### src/spr_pkg.sv
// shared constants and types for the speed parameter register set and its controller
package spr_pkg;

    // ****************************************
    // command codes
    // ****************************************
    localparam logic [15:0] CMD_CMP_QCANCEL = 16'h0027;
    localparam logic [15:0] CMD_CMP_CLEAR = 16'h002D;
    localparam logic [15:0] CMD_WQ_BASE = 16'h00B0;
    localparam logic [15:0] CMD_RQ_BASE = 16'h00C0;
    localparam logic [15:0] CMD_WA_BASE = 16'h0090;
    localparam logic [15:0] CMD_RA_BASE = 16'h00D0;
    localparam logic [15:0] CMD_BASE_MASK = 16'hFFF0;
    localparam logic [15:0] CMD_START = 16'h0050;
    localparam logic [15:0] CMD_START_NEXT = 16'h0051;
    localparam logic [15:0] CMD_WCMP = 16'h0060;
    localparam logic [15:0] CMD_WCMP_QUEUE = 16'h0061;
    localparam logic [15:0] CMD_RCMP = 16'h0062;
    localparam logic [15:0] CMD_RSTATUS = 16'h0063;

    // ****************************************
    // parameter slots, widths, limits
    // ****************************************
    localparam logic [3:0] IDX_INIT = 4'h1;
    localparam logic [3:0] IDX_DEC = 4'h4;
    localparam logic [1:0] SLOT_INIT = 2'h0;
    localparam logic [1:0] SLOT_RUN = 2'h1;
    localparam logic [1:0] SLOT_ACC = 2'h2;
    localparam logic [1:0] SLOT_DEC = 2'h3;
    localparam int SPEED_W = 17;
    localparam int RATE_W = 16;
    localparam logic [16:0] SPEED_MAX = 17'h186A0;
    localparam logic [15:0] RATE_ZERO = 16'h0000;

    // ****************************************
    // queue status encodings
    // ****************************************
    localparam logic [1:0] PF_UNFIXED = 2'h0;
    localparam logic [1:0] PF_ONE = 2'h1;
    localparam logic [1:0] PF_FULL = 2'h2;

    // ****************************************
    // controller register map
    // ****************************************
    localparam logic [3:0] ADDR_CMD = 4'h0;
    localparam logic [3:0] ADDR_WDATA = 4'h4;
    localparam logic [3:0] ADDR_RDATA = 4'h8;
    localparam logic [3:0] ADDR_STATUS = 4'hC;
    localparam logic [1:0] RESP_OKAY = 2'h0;
    localparam logic [1:0] RESP_SLVERR = 2'h2;

    typedef enum logic [0:0] {
        LINK_IDLE = 1'b0,
        LINK_WAIT = 1'b1
    } spr_link_st_type;

endpackage : spr_pkg

### src/spr_link_if.sv
// command link between the controller and the speed parameter register set
`timescale 1ns/1ps
interface spr_link_if;
    logic cmd_valid;
    logic [15:0] cmd_code;
    logic [31:0] cmd_data;
    logic rsp_valid;
    logic [31:0] rsp_data;

    modport host (
        output cmd_valid,
        output cmd_code,
        output cmd_data,
        input rsp_valid,
        input rsp_data
    );

    modport dev (
        input cmd_valid,
        input cmd_code,
        input cmd_data,
        output rsp_valid,
        output rsp_data
    );
endinterface : spr_link_if

### src/spr_regs.sv
// speed parameter register set with queued pre-registers and comparator three queue
// Operation
// - queue cancel drops comparator queue, keeps active
// - status clear unfixes comparator queue and active
// - initial speed holds start/stop speed, 1..100000
// - speeds 100000..131071 are taken as 100000
// - running speed is 17 bits, queued
// - controller sets running above initial speed; not checked here
// - active writes during a move override at once
// - acceleration rate is 16 bits, 1..65535
// - deceleration rate is 16 bits, 1..65535
// - deceleration rate used in automatic ramp-down too
// - zero deceleration rate falls back to acceleration
// - initial speed command codes
// - running speed command codes
// - acceleration rate command codes
// - deceleration rate command codes
// - queue write while stopped goes straight active
// - start fixes queue; completion shifts a full queue and restarts
`timescale 1ns/1ps
module spr_regs (
    input wire logic ref_clk_i,
    input wire logic rst_b_i,
    spr_link_if.dev link,
    input wire logic move_running_i,
    input wire logic move_done_i,
    input wire logic cmp_shift_i,
    output logic [16:0] initial_speed_o,
    output logic [16:0] running_speed_o,
    output logic [15:0] accel_rate_o,
    output logic [15:0] decel_rate_o,
    output logic [1:0] queue_status_o,
    output logic auto_start_o,
    output logic [31:0] comparator_three_value_o,
    output logic [1:0] comparator_queue_status_o,
    output logic comparator_fixed_o
);

    // ****************************************
    // state
    // ****************************************
    typedef struct packed {
        logic [3:0][16:0] que;
        logic [3:0][16:0] act;
        logic [1:0] pfm;
        logic auto_start;
        logic [15:0] dec_eff;
        logic [31:0] cmp_q;
        logic [31:0] cmp_a;
        logic [1:0] pfc;
        logic cmp_fixed;
        logic refused;
        logic rsp_valid;
        logic [31:0] rsp_data;
    } spr_regs_state_type;

    spr_regs_state_type s;
    spr_regs_state_type next_s;

    // ****************************************
    // helpers
    // ****************************************
    // trims a written word to the slot width and clamps speeds
    function automatic logic [16:0] spr_fit(input logic [1:0] slot, input logic [31:0] d);
        logic [16:0] v;
        v = d[16:0];
        if (slot == spr_pkg::SLOT_INIT || slot == spr_pkg::SLOT_RUN)
        begin
            if (v > spr_pkg::SPEED_MAX)
            begin
                v = spr_pkg::SPEED_MAX;
            end
        end
        else
        begin
            v[16] = 1'b0;
        end
        return v;
    endfunction : spr_fit

    // tells whether a command belongs to one base group
    function automatic logic spr_in_group(input logic [15:0] code, input logic [15:0] base);
        return ((code & spr_pkg::CMD_BASE_MASK) == base)
            && (code[3:0] >= spr_pkg::IDX_INIT)
            && (code[3:0] <= spr_pkg::IDX_DEC);
    endfunction : spr_in_group

    logic [1:0] slot;
    logic [16:0] val;
    logic running;

    // ****************************************
    // next state
    // ****************************************
    // slot from command low nibble, value fitted to that slot
    always_comb
    begin
        slot = 2'(link.cmd_code[3:0] - spr_pkg::IDX_INIT);
        val = spr_fit(slot, link.cmd_data);
        running = move_running_i;
    end

    // command decode, queue shifting and comparator queue handling
    always_comb
    begin
        next_s = s;
        next_s.rsp_valid = 1'b0;
        next_s.rsp_data = 32'h00000000;
        next_s.auto_start = 1'b0;
        // end of a move: shift a full queue and restart, else unfix
        if (move_done_i)
        begin
            if (s.pfm == spr_pkg::PF_FULL)
            begin
                next_s.act = s.que;
                next_s.pfm = spr_pkg::PF_ONE;
                next_s.auto_start = 1'b1;
            end
            else
            begin
                next_s.pfm = spr_pkg::PF_UNFIXED;
            end
        end
        // comparator result went true-false: move the comparator queue on
        if (cmp_shift_i)
        begin
            if (s.pfc == spr_pkg::PF_FULL)
            begin
                next_s.cmp_a = s.cmp_q;
                next_s.pfc = spr_pkg::PF_ONE;
            end
            else if (s.pfc == spr_pkg::PF_ONE)
            begin
                next_s.pfc = spr_pkg::PF_UNFIXED;
                next_s.cmp_fixed = 1'b0;
            end
        end
        if (link.cmd_valid)
        begin
            next_s.rsp_valid = 1'b1;
            if (spr_in_group(link.cmd_code, spr_pkg::CMD_WQ_BASE))
            begin
                if (s.pfm == spr_pkg::PF_FULL)
                begin
                    next_s.refused = 1'b1; // full queue takes no data
                end
                else
                begin
                    next_s.que[slot] = val;
                    if (!running)
                    begin
                        next_s.act[slot] = val;
                    end
                end
            end
            else if (spr_in_group(link.cmd_code, spr_pkg::CMD_WA_BASE))
            begin
                next_s.act[slot] = val;
            end
            else if (spr_in_group(link.cmd_code, spr_pkg::CMD_RQ_BASE))
            begin
                next_s.rsp_data = {15'h0000, s.que[slot]};
            end
            else if (spr_in_group(link.cmd_code, spr_pkg::CMD_RA_BASE))
            begin
                next_s.rsp_data = {15'h0000, s.act[slot]};
            end
            else if (link.cmd_code == spr_pkg::CMD_START)
            begin
                if (!running)
                begin
                    next_s.pfm = spr_pkg::PF_ONE;
                end
                else if (s.pfm == spr_pkg::PF_ONE)
                begin
                    next_s.pfm = spr_pkg::PF_FULL;
                end
            end
            else if (link.cmd_code == spr_pkg::CMD_START_NEXT)
            begin
                if (running && s.pfm == spr_pkg::PF_ONE)
                begin
                    next_s.pfm = spr_pkg::PF_FULL;
                end
            end
            else if (link.cmd_code == spr_pkg::CMD_WCMP)
            begin
                next_s.cmp_a = link.cmd_data;
                next_s.cmp_fixed = 1'b1;
                if (s.pfc == spr_pkg::PF_UNFIXED)
                begin
                    next_s.pfc = spr_pkg::PF_ONE;
                end
            end
            else if (link.cmd_code == spr_pkg::CMD_WCMP_QUEUE)
            begin
                if (s.pfc == spr_pkg::PF_UNFIXED)
                begin
                    next_s.cmp_q = link.cmd_data;
                    next_s.cmp_a = link.cmd_data;
                    next_s.cmp_fixed = 1'b1;
                    next_s.pfc = spr_pkg::PF_ONE;
                end
                else if (s.pfc == spr_pkg::PF_ONE)
                begin
                    next_s.cmp_q = link.cmd_data;
                    next_s.pfc = spr_pkg::PF_FULL;
                end
                else
                begin
                    next_s.refused = 1'b1; // full comparator queue
                end
            end
            else if (link.cmd_code == spr_pkg::CMD_CMP_QCANCEL)
            begin
                next_s.cmp_q = 32'h00000000;
                next_s.pfc = spr_pkg::PF_UNFIXED;
            end
            else if (link.cmd_code == spr_pkg::CMD_CMP_CLEAR)
            begin
                next_s.pfc = spr_pkg::PF_UNFIXED;
                next_s.cmp_fixed = 1'b0;
            end
            else if (link.cmd_code == spr_pkg::CMD_RCMP)
            begin
                next_s.rsp_data = s.cmp_a;
            end
            else if (link.cmd_code == spr_pkg::CMD_RSTATUS)
            begin
                next_s.rsp_data = {26'h0000000, s.refused, s.cmp_fixed, s.pfc, s.pfm};
                next_s.refused = 1'b0; // read clears the refusal flag
            end
        end
        // a refusal in this cycle wins over the clearing read
        if (link.cmd_valid && s.pfm == spr_pkg::PF_FULL
            && spr_in_group(link.cmd_code, spr_pkg::CMD_WQ_BASE))
        begin
            next_s.refused = 1'b1;
        end
        if (link.cmd_valid && s.pfc == spr_pkg::PF_FULL
            && link.cmd_code == spr_pkg::CMD_WCMP_QUEUE)
        begin
            next_s.refused = 1'b1;
        end
        // effective deceleration rate, independent of ramp-down mode
        if (next_s.act[spr_pkg::SLOT_DEC][15:0] == spr_pkg::RATE_ZERO)
        begin
            next_s.dec_eff = next_s.act[spr_pkg::SLOT_ACC][15:0];
        end
        else
        begin
            next_s.dec_eff = next_s.act[spr_pkg::SLOT_DEC][15:0];
        end
    end

    // ****************************************
    // registers
    // ****************************************
    // all registers and queues clear to zero
    always_ff @(posedge ref_clk_i or negedge rst_b_i)
    begin
        if (!rst_b_i)
        begin
            s <= '0;
        end
        else
        begin
            s <= next_s;
        end
    end

    // outputs taken straight from state
    assign initial_speed_o = s.act[spr_pkg::SLOT_INIT];
    assign running_speed_o = s.act[spr_pkg::SLOT_RUN]; // relied on, not checked
    assign accel_rate_o = s.act[spr_pkg::SLOT_ACC][15:0];
    assign decel_rate_o = s.dec_eff;
    assign queue_status_o = s.pfm;
    assign auto_start_o = s.auto_start;
    assign comparator_three_value_o = s.cmp_a;
    assign comparator_queue_status_o = s.pfc;
    assign comparator_fixed_o = s.cmp_fixed;
    assign link.rsp_valid = s.rsp_valid;
    assign link.rsp_data = s.rsp_data;

endmodule : spr_regs

### src/flat_wrapper.sv
// flat-port wrapper written by rule: the top's interface ports become plain ports
module spr_regs_flat 
  (ref_clk_i, rst_b_i, move_running_i, move_done_i, cmp_shift_i, initial_speed_o, running_speed_o, accel_rate_o, decel_rate_o, queue_status_o, auto_start_o, comparator_three_value_o, comparator_queue_status_o, comparator_fixed_o, link_cmd_valid, link_cmd_code, link_cmd_data, link_rsp_valid, link_rsp_data);
  spr_link_if link_i ();
  input wire logic ref_clk_i;
  input wire logic rst_b_i;
  input wire logic move_running_i;
  input wire logic move_done_i;
  input wire logic cmp_shift_i;
  output logic [16:0] initial_speed_o;
  output logic [16:0] running_speed_o;
  output logic [15:0] accel_rate_o;
  output logic [15:0] decel_rate_o;
  output logic [1:0] queue_status_o;
  output logic auto_start_o;
  output logic [31:0] comparator_three_value_o;
  output logic [1:0] comparator_queue_status_o;
  output logic comparator_fixed_o;
  input wire logic [$bits(link_i.cmd_valid)-1:0] link_cmd_valid;
  input wire logic [$bits(link_i.cmd_code)-1:0] link_cmd_code;
  input wire logic [$bits(link_i.cmd_data)-1:0] link_cmd_data;
  output wire logic [$bits(link_i.rsp_valid)-1:0] link_rsp_valid;
  output wire logic [$bits(link_i.rsp_data)-1:0] link_rsp_data;
  assign link_i.cmd_valid = link_cmd_valid;
  assign link_i.cmd_code = link_cmd_code;
  assign link_i.cmd_data = link_cmd_data;
  assign link_rsp_valid = link_i.rsp_valid;
  assign link_rsp_data = link_i.rsp_data;
  spr_regs u_core (.ref_clk_i(ref_clk_i), .rst_b_i(rst_b_i), .link(link_i), .move_running_i(move_running_i), .move_done_i(move_done_i), .cmp_shift_i(cmp_shift_i), .initial_speed_o(initial_speed_o), .running_speed_o(running_speed_o), .accel_rate_o(accel_rate_o), .decel_rate_o(decel_rate_o), .queue_status_o(queue_status_o), .auto_start_o(auto_start_o), .comparator_three_value_o(comparator_three_value_o), .comparator_queue_status_o(comparator_queue_status_o), .comparator_fixed_o(comparator_fixed_o));
endmodule
### config.mk
export PLATFORM = sky130hd
export DESIGN_NAME = spr_regs_flat
export DESIGN_NICKNAME = d
export VERILOG_FILES = /design/src/spr_pkg.sv /design/src/spr_link_if.sv /design/src/spr_regs.sv /design/src/flat_wrapper.sv
export SDC_FILE = /design/constraint.sdc
export NUM_CORES = 1
export LEC_CHECK = 0
export ABC_AREA = 1
export BUFFER_PORTS_ARGS = -buffer_cell sky130_fd_sc_hd__buf_2
export CAP_MARGIN = 30
export CORE_MARGIN = 2
export CORE_UTILIZATION = 30
export DETAILED_ROUTE_END_ITERATION = 6
export PLACE_DENSITY = 0.52
export SLEW_MARGIN = 25
export SYNTH_ARGS = -nofsm -noshare
export SYNTH_HDL_FRONTEND = slang
export SYNTH_SLANG_ARGS = --single-unit
### constraint.sdc
create_clock -name ref_clk_i -period 1.8 [get_ports ref_clk_i]
set_input_delay 0.36 -clock ref_clk_i [delete_from_list [all_inputs] [get_ports ref_clk_i]]
set_output_delay 0.36 -clock ref_clk_i [all_outputs]
set_load 0.005 [all_outputs]
# --- Word level (Yosys, flattened, before mapping) ---
# Cells that the tools add are included.
# W data, S select, Z words.
classes:
  n_eq_ne: 30
  n_mux: 81
  addsub: 1
  reduce_logical: 24
  magnitude_cmp: 5
  n_bitwise: 8
ops:
  columns: ["cell", "n"]
  rows:
  - ["$mux W32", 18]
  - ["$mux W68", 5]
  - ["$mux W36", 5]
  - ["$bwmux W68", 2]
  - ["$mux W35", 3]
  - ["$eq A16 B7 Y1 const B", 6]
  - ["$mux W71", 1]
  - ["$mux W70", 1]
  - ["$mux W69", 1]
  - ["$bmux W17 S2", 2]
  - ["$mux W17", 4]
  - ["$eq A12 B4 Y1 const B", 4]
  - ["$demux W17 S2", 1]
  - ["$eq A16 B6 Y1 const B", 2]
  - ["$mux W16", 2]
  - ["$mux W2", 15]
  - ["$ne A5 B5 Y1 const B", 5]
  - ["$ne A4 B4 Y1 const B", 6]
  - ["$gt A17 B17 Y1 const B", 1]
  - ["$logic_not A16 Y1", 1]
  - ["$mux W1", 15]
  - ["$logic_and A1 B1 Y1", 14]
  - ["$reduce_and A14 Y1", 1]
  - ["$mux W3", 4]
  - ["other kinds (19)", 30]
word_totals:
  inputBits: 54
  reg_bits: 256

# --- Logic depth before layout (Yosys ltp) ---
# Gate-level depths: netlist of the first run.
depth:
  ltp_word: 19
  depth_mapped: 20

# --- Least setup slack after synthesis of the first run ---
# OpenSTA, ideal clock, no wires.
synth_timing:
  path_kind: "in2reg"
  startpoint: "input port link_cmd_code[0]"
  endpoint: "register u_core.s, in the netlist u_core.decel_rate_o[14]"
  setup_ps: 65
  setup_slack_ps: -865
  stages: 19
  arrival_time_ps: 2600
  cell_sequence: "inv_2 > clkbuf_1 > ha_1 > inv_2 > nand2_1 > nand2_2 > nor2_2 > nand4_2 > nand2_4 > nand2_4 > buf_6 > nand2_2 > nand2_2 > nor2_2 > nand2_2 > nor2_8 > buf_12 > nand3_2 > nand2_1"
synth_lines:
  columns: ["item", "line", "rtl"]
  rows:
  - ["start, declared", "flat_wrapper.sv:20", "input wire logic [$bits(link_i.cmd_code)-1:0] link_cmd_code;"]
  - ["end signal, assigned", "spr_regs.sv:268", "s <= next_s;"]
  - ["end, declared", "spr_regs.sv:57", "spr_regs_state_type s;"]

==> metrics.yaml, run 1 <==
yosys.area.top_type: "dfrtp_1"
wl_per_cell_um: 22.3
nets: 2005
place_congestion: 0.899
drv_slew: 0
grt_pass1_wl_um: 81600
die_w_um: 219
start_util_pct: 30.6
hold_slack_ps: 66.2
dpl-instance-area_um2: 16300
synth_fp_nets: 1739
antenna_found_initial: 2
dr_wl_met2_um: 27100
regToRegStartpoint: "u_core.queue_status_o[1]$_DFF_PN0_"
slowest_stage: "dfrtp_1"
crit_chain: "inv_2 > nor2_4 > nor2_1 > buf_4 > nand4_4 > nand2_4 > nand2_8 > buf_12 > nand2_4 > o21ai_2 > nor2_1 > nand2_2 > nor2_8 > clkbuf_16 > nand3_2 > nand2_1"
hold_start: "link_cmd_data[28]"
fin_area_um2: 19300
cp_top_family: "simple AND/OR/NAND/NOR gates"
rsz0062_at_grt: "true"
syn_inst: 1677
async_flop_share_pct: 100
min_path_type: "input port to register"
path_buf_inv: 4
syn_to_final_growth_pct: 38.7
synthesis.area_um2: 13900
timing.rr.end: "u_core.decel_rate_o[0]$_DFF_PN0_"
root_buffer: "clkbuf_16"
period_share_pct: 119
crit_type: "register to register"
clk_pin_slew_worst_paths_ps: 60
drcViolationCount: 0
grt_max_degree: 63
cp_max_fo: 8
drt_first_pass_iters: 5
drv_cap: 0
synth.area.mux_share_pct: 2.52
drt-initial-drc-count: 1239
numPortBuffers: 190
wl_um: 57100
track_usage_pct: 22.5
synthXorXnorAreaFrac_pct: 0
ys.flop_type: "dfrtp_1"
antenna_left: 0
hold_path_depth: 3
reg2reg_depth: 16
highest_layer: "met4"
r2r_slack_ps: -350
die_area_um2: 48200
synth-adder-area-share_pct: 0.719
tightest_slew_ps: 468
hold_path_end: "u_core.comparator_three_value_o[28]$_DFF_PN0_"
wl_met1_um: 24400
post-route-min-period_ps: 2150
setup_viol: 84
hpwl_um: 38700
cp-end-kind: "register"
vias: 13500
clock_latency_ps: 580
cts_made_buffers: 30
path_depth: 16
power.leakage_nw: 8.81
num_io_pins: 191
slew_headroom_pct: 68.6
synth-warning-count: 0
status: "complete, but fails checks"
synth.area.top_cells: "dfrtp_1, nand2_1, o21ai_0"
violations: "setup timing"
die_height_um: 219
synth_compound_area_share_pct: 15.6
fin_ws_ps: -349
synth_edf_count: 0
cts_sinks: 256
max_freq_ghz: 0.465
required_ps: 2310
placeableCoreArea_um2: 45600
synth_top_family_by_area: "simple AND/OR/NAND/NOR gates"
cts_max_path_buffers: 3
slowest_delay_ps: 380
power.density_nw_per_um2: 707
finalHoldViolCount: 0
htreeDepth: 1
power.total_w: 0.0137
syn_avg_cell_area_um2: 8.30
num_rows: 78
vias_per_cell: 5.26
grt_pass1_vias: 13100
synth_top_area_share_pct: 46.0
crit_arrival_ps: 2660
yosys.area_share.simple_pct: 22.0
fin_skew_ps: 15.6
ir_drop_uv: 700
ys_types: 42
drive_above_1_share_pct: 38.4
cts_tree: "built"
start_kind: "register"
grt_overflow_total: 0
wl_met3_um: 3330
ys_seq_area_share_pct: 46.0
synth_seq_cells: 256
-- logic make-up after synthesis --
logic type,Yosys count
compound gates,387
fa+ha+maj,8
buf+inv,334
flops,256
mux,35
simple gates,657
-- worst max-delay path by stage --
stage,startpoint,to,slack (ps)
6_report,u_core.queue_status_o[1]$_DFF_PN0_,u_core.decel_rate_o[0]$_DFF_PN0_,-350
5_1_grt,u_core.queue_status_o[1]$_DFF_PN0_,u_core.decel_rate_o[0]$_DFF_PN0_,-420
4_1_cts,u_core.queue_status_o[1]$_DFF_PN0_,u_core.decel_rate_o[10]$_DFF_PN0_,-310
3_5_place_dp,link_cmd_code[1],u_core.link.rsp_data[5]$_DFF_PN0_,-800
3_3_place_gp,link_cmd_code[15],u_core.link.rsp_data[5]$_DFF_PN0_,-810
2_1_floorplan,link_cmd_code[0],u_core.decel_rate_o[5]$_DFF_PN0_,-460
-- repair_timing --
action	CTS	global route
pin swaps	22	78
hold buffers	1	0
setup endpoints to repair	143	178
buffers inserted	27	32
endpoints found under the hold margin	27	0
gates cloned	7	13
gates resized for setup	85	229
-- area by class of cell --
type                            count  area, um2
Fill cell                        4404      26300
Multi-Input combinational cell   1088       6810
Sequential cell                   256       6410
Timing Repair Buffer              473       4020
Clock buffer                       40        840
Tap cell                          600        751
Inverter                           94        389
Clock inverter                     10       87.6
Antenna cell                        2       5.00
-- Yosys cell counts (7+ instances only) --
library cell	count
a21oi_1	46
a31oi_1	40
buf_2	18
buf_4	139
clkbuf_1	78
dfrtp_1	256
ha_1	8
inv_1	86
mux2i_1	35
nand2_1	327
nand2_2	18
nand3_1	64
nand3_2	12
nand4_1	61
nor2_1	116
nor2_2	7
nor3_1	10
nor3b_1	15
o211ai_1	15
o21ai_0	211
o22ai_1	48
o31ai_1	9
or2_2	14
-- metal layers --
layer  vias to the layer above  track usage (%)
met5                         -                0
met4                         0             9.23
met3                       115             3.73
met2                       560             37.1
met1                      6678             29.3
li1                       6118                -
-- worst register-to-register path, stage by stage (launching register included) --
cell	delay (ps)
dfrtp_1	380
inv_2	80
nor2_4	40
nor2_1	100
buf_4	150
nand4_4	110
nand2_4	110
nand2_8	80
buf_12	160
nand2_4	60
o21ai_2	60
nor2_1	150
nand2_2	110
nor2_8	180
clkbuf_16	190
nand3_2	70
nand2_1	60
-- cells in the final DEF, fill, tap and decap left out, types with 7 or more instances in the layout --
| cell type | instances |
|---|---|
| clkinv_2 | 7 |
| o22ai_1 | 41 |
| o22ai_2 | 7 |
| a31oi_1 | 19 |
| o21ai_2 | 13 |
| dfrtp_1 | 256 |
| mux2i_1 | 31 |
| nand3_4 | 12 |
| nand4_1 | 61 |
| a31oi_4 | 20 |
| nand2_2 | 37 |
| nor3_1 | 7 |
| buf_2 | 187 |
| nor2_2 | 31 |
| a21oi_1 | 28 |
| a21oi_2 | 13 |
| nand3_1 | 44 |
| nand3_2 | 21 |
| nor2_4 | 16 |
| nor2_1 | 81 |
| buf_4 | 198 |
| nor3b_1 | 12 |
| o21ai_1 | 34 |
| or2_2 | 10 |
| buf_12 | 39 |
| o211ai_1 | 15 |
| buf_8 | 12 |
| inv_1 | 80 |
| buf_6 | 21 |
| nand2_1 | 299 |
| o21ai_0 | 170 |
| nand2_4 | 10 |
| clkbuf_16 | 41 |
-- power breakdown --
part,internal [W],leakage [nW],switching [W]
combinational,0.000620,4.84,0.00125
clock,0.00339,0.459,0.00252
sequential,0.00582,3.51,0.0000573
total,0.00982,8.81,0.00383
-- per-stage QoR --
step / setup TNS (ps) / utilization [%] / worst slack (ps) / instances
finish: -7990 / 42.4 / -349 / 2563
global route: -16310 / 42.4 / -421 / 2563
global placement: -128620 / 35.8 / -814 / 2443
floorplan: -39970 / - / -460 / 1677
detailed placement: -134550 / 35.8 / -803 / 2443
CTS: -4940 / 39.3 / -309 / 2528
(Power assumes the default switching activity.)
==> run 2: changes to the inputs <==
--- a/config.mk
+++ b/config.mk
@@ -9,9 +9,9 @@
 export BUFFER_PORTS_ARGS = -buffer_cell sky130_fd_sc_hd__buf_2
 export CAP_MARGIN = 30
 export CORE_MARGIN = 2
-export CORE_UTILIZATION = 30
+export CORE_UTILIZATION = 36
 export DETAILED_ROUTE_END_ITERATION = 6
-export PLACE_DENSITY = 0.52
+export PLACE_DENSITY = 0.59
 export SLEW_MARGIN = 25
 export SYNTH_ARGS = -nofsm -noshare
 export SYNTH_HDL_FRONTEND = slang
==> metrics.yaml, run 2 (synthesis results as in run 1) <==
num_rows: 72  # was 78
post-route-util_pct: 50.2  # was 42.4%
post-route-min-period_ps: 2160  # was 2150 ps
antenna_left: 0  # unchanged
crit_type: "register to register"  # unchanged
placeableCoreArea_um2: 38400  # was 45,600 um2
rsz0062_at_grt: "true"  # unchanged
root_buffer: "clkbuf_16"  # unchanged
vias: 13500  # about the same
mostFrequentLayoutCell: "nand2_1"  # unchanged
max_freq_ghz: 0.464  # was 0.465 GHz
drt_first_pass_iters: 6  # was 5
period_share_pct: 120  # was 119%
grt_pass1_vias: 12500  # was 13,100
fin_skew_ps: 27.5  # was 15.6 ps
tightest_slew_ps: 544  # was 468 ps
slew_headroom_pct: 63.7  # was 68.6%
violations: "setup timing"  # unchanged
final_cell_mix: "nand2_1, dfrtp_1, buf_4"  # unchanged
cp_max_fo: 5  # was 8
fill_cells: 3592  # was 4,404
start_kind: "register"  # unchanged
wl_um: 53200  # was 57,100 um
required_ps: 2330  # was 2310 ps
wl_per_cell_um: 21.4  # was 22.3 um
drive_above_1_share_pct: 39.8  # was 38.4%
clock_latency_ps: 600  # was 580 ps
cts_tree: "built"  # unchanged
place_congestion: 0.914  # was 0.899
crit_arrival_ps: 2690  # was 2660 ps
finalHoldViolCount: 0  # unchanged
nets: 2003  # was 2,005
cts_sinks: 256  # unchanged
die_area_um2: 40300  # was 48,200 um2
htreeDepth: 1  # unchanged
start_util_pct: 36.3  # was 30.6%
drv_cap: 0  # unchanged
clk_pin_slew_worst_paths_ps: 60  # about the same
numPortBuffers: 190  # unchanged
antenna_found_initial: 2  # unchanged
grt_max_degree: 52  # was 63
grt_overflow_total: 0  # unchanged
hold_slack_ps: 42.9  # was 66.2 ps
die_w_um: 201  # was 219 um
drt-initial-drc-count: 1282  # was 1,239
num_io_pins: 191  # unchanged
ir_drop_uv: 758  # was 700 uV
grt_pass1_wl_um: 74200  # was 81,600 um
fin_ws_ps: -356  # was -349 ps
cp-end-kind: "register"  # unchanged
cts_max_path_buffers: 3  # unchanged
min_path_type: "input port to register"  # unchanged
syn_to_final_growth_pct: 38.2  # was 38.7%
status: "complete, but fails checks"  # unchanged
drv_slew: 0  # unchanged
drcViolationCount: 0  # unchanged
vias_per_cell: 5.44  # was 5.26
hpwl_um: 34900  # was 38,700 um
power.density_nw_per_um2: 731  # was 707 nW/um2
setup_viol: 67  # was 84
die_height_um: 201  # was 219 um
cts_made_buffers: 30  # unchanged
track_usage_pct: 23.6  # was 22.5%
power.leakage_nw: 8.85  # was 8.81 nW
==> run 2: changes by cell type in the layout (fill, tap and decap cells not counted), sizes merged <==
cell	previous run	this run
buf	461	452
clkbuf	50	56
clkinvlp	2	4
nand2	348	350
bufbuf	1	0
bufinv	1	2
clkinv	10	11
nand4	63	64
==> run 2: layer usage <==
layer	vias up	global-route usage (%)	wire, um	share of wire, %
li1	6117	-	-	-
met1	6666	33.5	23100	43
met2	626	37.7	24700	46
met3	99	2.91	3710	7.0
met4	0	7.38	1640	3.1
met5	-	0	0	0
==> run 2: cell type report <==
cell class / instances / area, um2 / share of cell area, %
Timing Repair Buffer: 468 / 3920 / 20.4
Inverter: 94 / 389 / 2.02
Antenna cell: 2 / 5.00 / 0.0260
Clock buffer: 41 / 882 / 4.58
Clock inverter: 14 / 151 / 0.787
Sequential cell: 256 / 6410 / 33.3
Multi-Input combinational cell: 1091 / 6840 / 35.5
Tap cell: 518 / 648 / 3.37
==> run 2: critical path, stage by stage (launching register included) <==
cell and delay (ps):
dfrtp_1 400, nor2_4 150, nor2_1 60, buf_4 150
buf_4 140, nor2_4 180, nor2_2 120, nand2_1 110
nand2_4 70, nor2_4 150, nand2_4 80, nor2_8 190
clkbuf_16 180, nand3_2 50, nand2_1 70
==> run 2: path summary, 6_finish.rpt <==
check / end / cells after the start / startpoint / slack [ps]
worst min register to register: register / 2 / register / 480
worst min-delay path: u_core.comparator_three_value_o[19]$_DFF_PN0_ / 3 / link_cmd_data[19] / 40
worst max-delay path: u_core.decel_rate_o[8]$_DFF_PN0_ / 14 / u_core.queue_status_o[0]$_DFF_PN0_ / -360
worst max register to register: u_core.decel_rate_o[8]$_DFF_PN0_ / 14 / u_core.queue_status_o[0]$_DFF_PN0_ / -360
max in group asynchronous: u_core.comparator_three_value_o[29]$_DFF_PN0_ / 3 / rst_b_i / 880
min in group asynchronous: asynchronous set/reset pin / 2 / rst_b_i / 300
==> run 2: timing repair <==
action	CTS	global route
endpoints found under the setup margin	46	145
hold buffers	1	0
buffers inserted	0	36
endpoints found under the hold margin	45	0
pin swaps	2	57
gates resized for setup	31	304
gates cloned	0	25
==> run 2: stage by stage <==
stage          TNS [ps]  setup slack [ps]  cells  power (W)  cell area [um2]
6_report          -6540              -356   2484     0.0141            19200
4_1_cts           -3860              -241   2424     0.0140            17300
5_1_grt          -14540              -431   2484     0.0145            19200
3_3_place_gp     -99080              -659   2368    0.00769            16200
2_1_floorplan    -39970              -460   1677    0.00677            14200
3_5_place_dp    -105160              -698   2368    0.00768            16200
==> run 2: where the power goes <==
group | switching, W | leakage (nW) | internal [W]
logic | 0.00124 | 4.83 | 0.000645
registers | 0.0000619 | 3.51 | 0.00582
clock network | 0.00259 | 0.516 | 0.00372
total | 0.00390 | 8.85 | 0.0102
==> run 3: changes to the inputs <==
==> constraint.sdc (replaced) <==
create_clock -name ref_clk_i -period 1.8 [get_ports ref_clk_i]
set_input_delay 0.27 -clock ref_clk_i [delete_from_list [all_inputs] [get_ports ref_clk_i]]
set_output_delay 0.27 -clock ref_clk_i [all_outputs]
set_load 0.005 [all_outputs]
==> metrics.yaml, run 3 (synthesis results as in run 1) <==
cts_max_path_buffers: 3  # unchanged
power.leakage_nw: 8.68  # was 8.85 nW
syn_to_final_growth_pct: 32.1  # was 38.2%
die_w_um: 201  # unchanged
endpoint: "u_core.decel_rate_o[9]$_DFF_PN0_"  # was u_core.decel_rate_o[8]$_DFF_PN0_
finalHoldViolCount: 0  # unchanged
status: "complete, but fails checks"  # unchanged
placeableCoreArea_um2: 38400  # unchanged
crit_path_start: "u_core.queue_status_o[0]$_DFF_PN0_"  # unchanged
final_cell_mix: "nand2_1, dfrtp_1, buf_4"  # unchanged
crit_type: "register to register"  # unchanged
grt_overflow_total: 0  # unchanged
cp-end-kind: "register"  # unchanged
period_share_pct: 119  # was 120%
regToRegStartpoint: "u_core.queue_status_o[0]$_DFF_PN0_"  # unchanged
die_height_um: 201  # unchanged
cts_tree: "built"  # unchanged
tightest_slew_ps: 614  # was 544 ps
hold_slack_ps: 18.7  # was 42.9 ps
drcViolationCount: 7  # was 0
regArea_um2: 6410  # unchanged
nets: 2009  # was 2,003
fin_skew_ps: 13.0  # was 27.5 ps
die_area_um2: 40300  # unchanged
power.density_nw_per_um2: 737  # was 731 nW/um2
drt-initial-drc-count: 1333  # was 1,282
cts_sinks: 256  # unchanged
start_kind: "register"  # unchanged
fill_cells: 3760  # was 3,592
drt_first_pass_iters: 7  # was 6
post-route-min-period_ps: 2140  # was 2160 ps
setup_viol: 63  # was 67
r2r_slack_ps: -340  # was -360 ps
ir_drop_uv: 730  # was 758 uV
dp.cells: 2370  # was 2,368
max_freq_ghz: 0.468  # was 0.464 GHz
fin_ws_ps: -339  # was -356 ps
violations: "DRC, setup timing"  # was setup timing
drive_above_1_share_pct: 33.6  # was 39.8%
start_util_pct: 36.3  # unchanged
min_path_type: "input port to register"  # unchanged
vias: 13400  # was 13,500
grt_max_degree: 58  # was 52
crit_arrival_ps: 2630  # was 2690 ps
reg2reg_depth: 14  # unchanged
power.total_w: 0.0136  # was 0.0141 W
wl_um: 51800  # was 53,200 um
cp_max_fo: 8  # was 5
num_rows: 72  # unchanged
hpwl_um: 34300  # was 34,900 um
num_io_pins: 191  # unchanged
drv_cap: 0  # unchanged
final_cells: 2487  # was 2,484
antenna_left: 0  # unchanged
required_ps: 2290  # was 2330 ps
drv_slew: 0  # unchanged
clock_latency_ps: 550  # was 600 ps
rsz0062_at_grt: "true"  # unchanged
cts_made_buffers: 29  # was 30
htreeDepth: 1  # unchanged
numPortBuffers: 190  # unchanged
wl_per_cell_um: 20.8  # was 21.4 um
slew_headroom_pct: 59.0  # was 63.7%
track_usage_pct: 23.4  # was 23.6%
mostFrequentLayoutCell: "nand2_1"  # unchanged
antenna_found_initial: 4  # was 2
multi_input_area_um2: 6120  # was 6840 um2
timing.rr.end: "u_core.decel_rate_o[9]$_DFF_PN0_"  # was u_core.decel_rate_o[8]$_DFF_PN0_
grt_pass1_wl_um: 73900  # was 74,200 um
clk_pin_slew_worst_paths_ps: 60  # about the same
grt_pass1_vias: 12600  # was 12,500
root_buffer: "clkbuf_16"  # unchanged
place_congestion: 0.910  # was 0.914
post-route-util_pct: 47.9  # was 50.2%
vias_per_cell: 5.40  # was 5.44
==> run 3: cell types whose count changed in the layout (fill, tap and decap cells not counted), sizes merged <==
| cell | previous run | this run |
|---|---|---|
| dlygate4sd3 | 1 | 11 |
| clkinvlp | 4 | 3 |
| diode | 2 | 4 |
| nand2 | 350 | 348 |
| clkbuf | 56 | 51 |
| nand4 | 64 | 63 |
| clkinv | 11 | 9 |
| buf | 452 | 454 |
==> run 3: what timing repair did <==
action | 4_1_cts | 5_1_grt
pin swaps | 1 | 45
hold endpoints to repair | 52 | 0
gates cloned | 1 | 15
endpoints found under the setup margin | 50 | 128
resized for setup | 10 | 104
hold buffers | 11 | 0
buffers inserted | 2 | 39
==> run 3: per-stage QoR <==
| stage | setup TNS (ps) | cell area, um2 | worst slack (ps) |
|---|---|---|---|
| CTS | -7830 | 17400 | -361 |
| global route | -15730 | 18400 | -455 |
| floorplan | -22550 | 14100 | -370 |
| global placement | -73340 | 16300 | -564 |
| finish | -9140 | 18400 | -339 |
| detailed placement | -85210 | 16300 | -659 |
==> run 3: metal layers <==
layer / track usage [%] / vias up / share of wire (%) / wire length, um
li1: - / 6126 / - / -
met1: 33.1 / 6588 / 43 / 22500
met2: 36.9 / 616 / 45 / 23500
met3: 3.44 / 103 / 7.8 / 4060
met4: 7.99 / 0 / 3.3 / 1700
met5: 0 / - / 0 / 0
==> run 3: worst min path at each step <==
stage                            startpoint                                       endpoint  slack (ps)  cells after the start
after floorplan                     rst_b_i                     asynchronous set/reset pin         -30                      0
final                     link_cmd_data[17]  u_core.comparator_three_value_o[17]$_DFF_PN0_          20                      3
after CTS                 link_cmd_data[29]  u_core.comparator_three_value_o[29]$_DFF_PN0_         0.4                      3
after global routing      link_cmd_data[26]  u_core.comparator_three_value_o[26]$_DFF_PN0_           7                      3
after global placement              rst_b_i  u_core.comparator_three_value_o[19]$_DFF_PN0_         260                      1
after detailed placement            rst_b_i                       u_core.s[83]$_DFFE_PN0P_         250                      1
==> run 3: critical path, stage by stage, from the launching register on <==
cell and delay (ps):
dfrtp_1 400, nor2_4 160, nor2_2 60, buf_6 120, buf_4 130, nor2_4 220
nor2_2 120, nand2_1 90, nand2_2 70, nor2_2 120, nand2_2 70, nor2_4 160
clkbuf_16 200, nand3_2 70, nand2_1 70
==> run 3: final cells by class <==
class,instances,share of cell area (%)
diodes,4,0.0544
clock buffers,38,4.40
clock inverters,11,0.619
inverters,94,2.04
multi-input cells,1088,33.3
flip-flops and latches,256,34.8
well taps,518,3.52
repair buffers,478,21.3
==> run 3: power breakdown <==
group	leakage (nW)	switching, W	internal, W
Clock	0.454	0.00247	0.00342
Sequential	3.51	0.0000614	0.00582
Combinational	4.72	0.00118	0.000617
Total	8.68	0.00371	0.00985
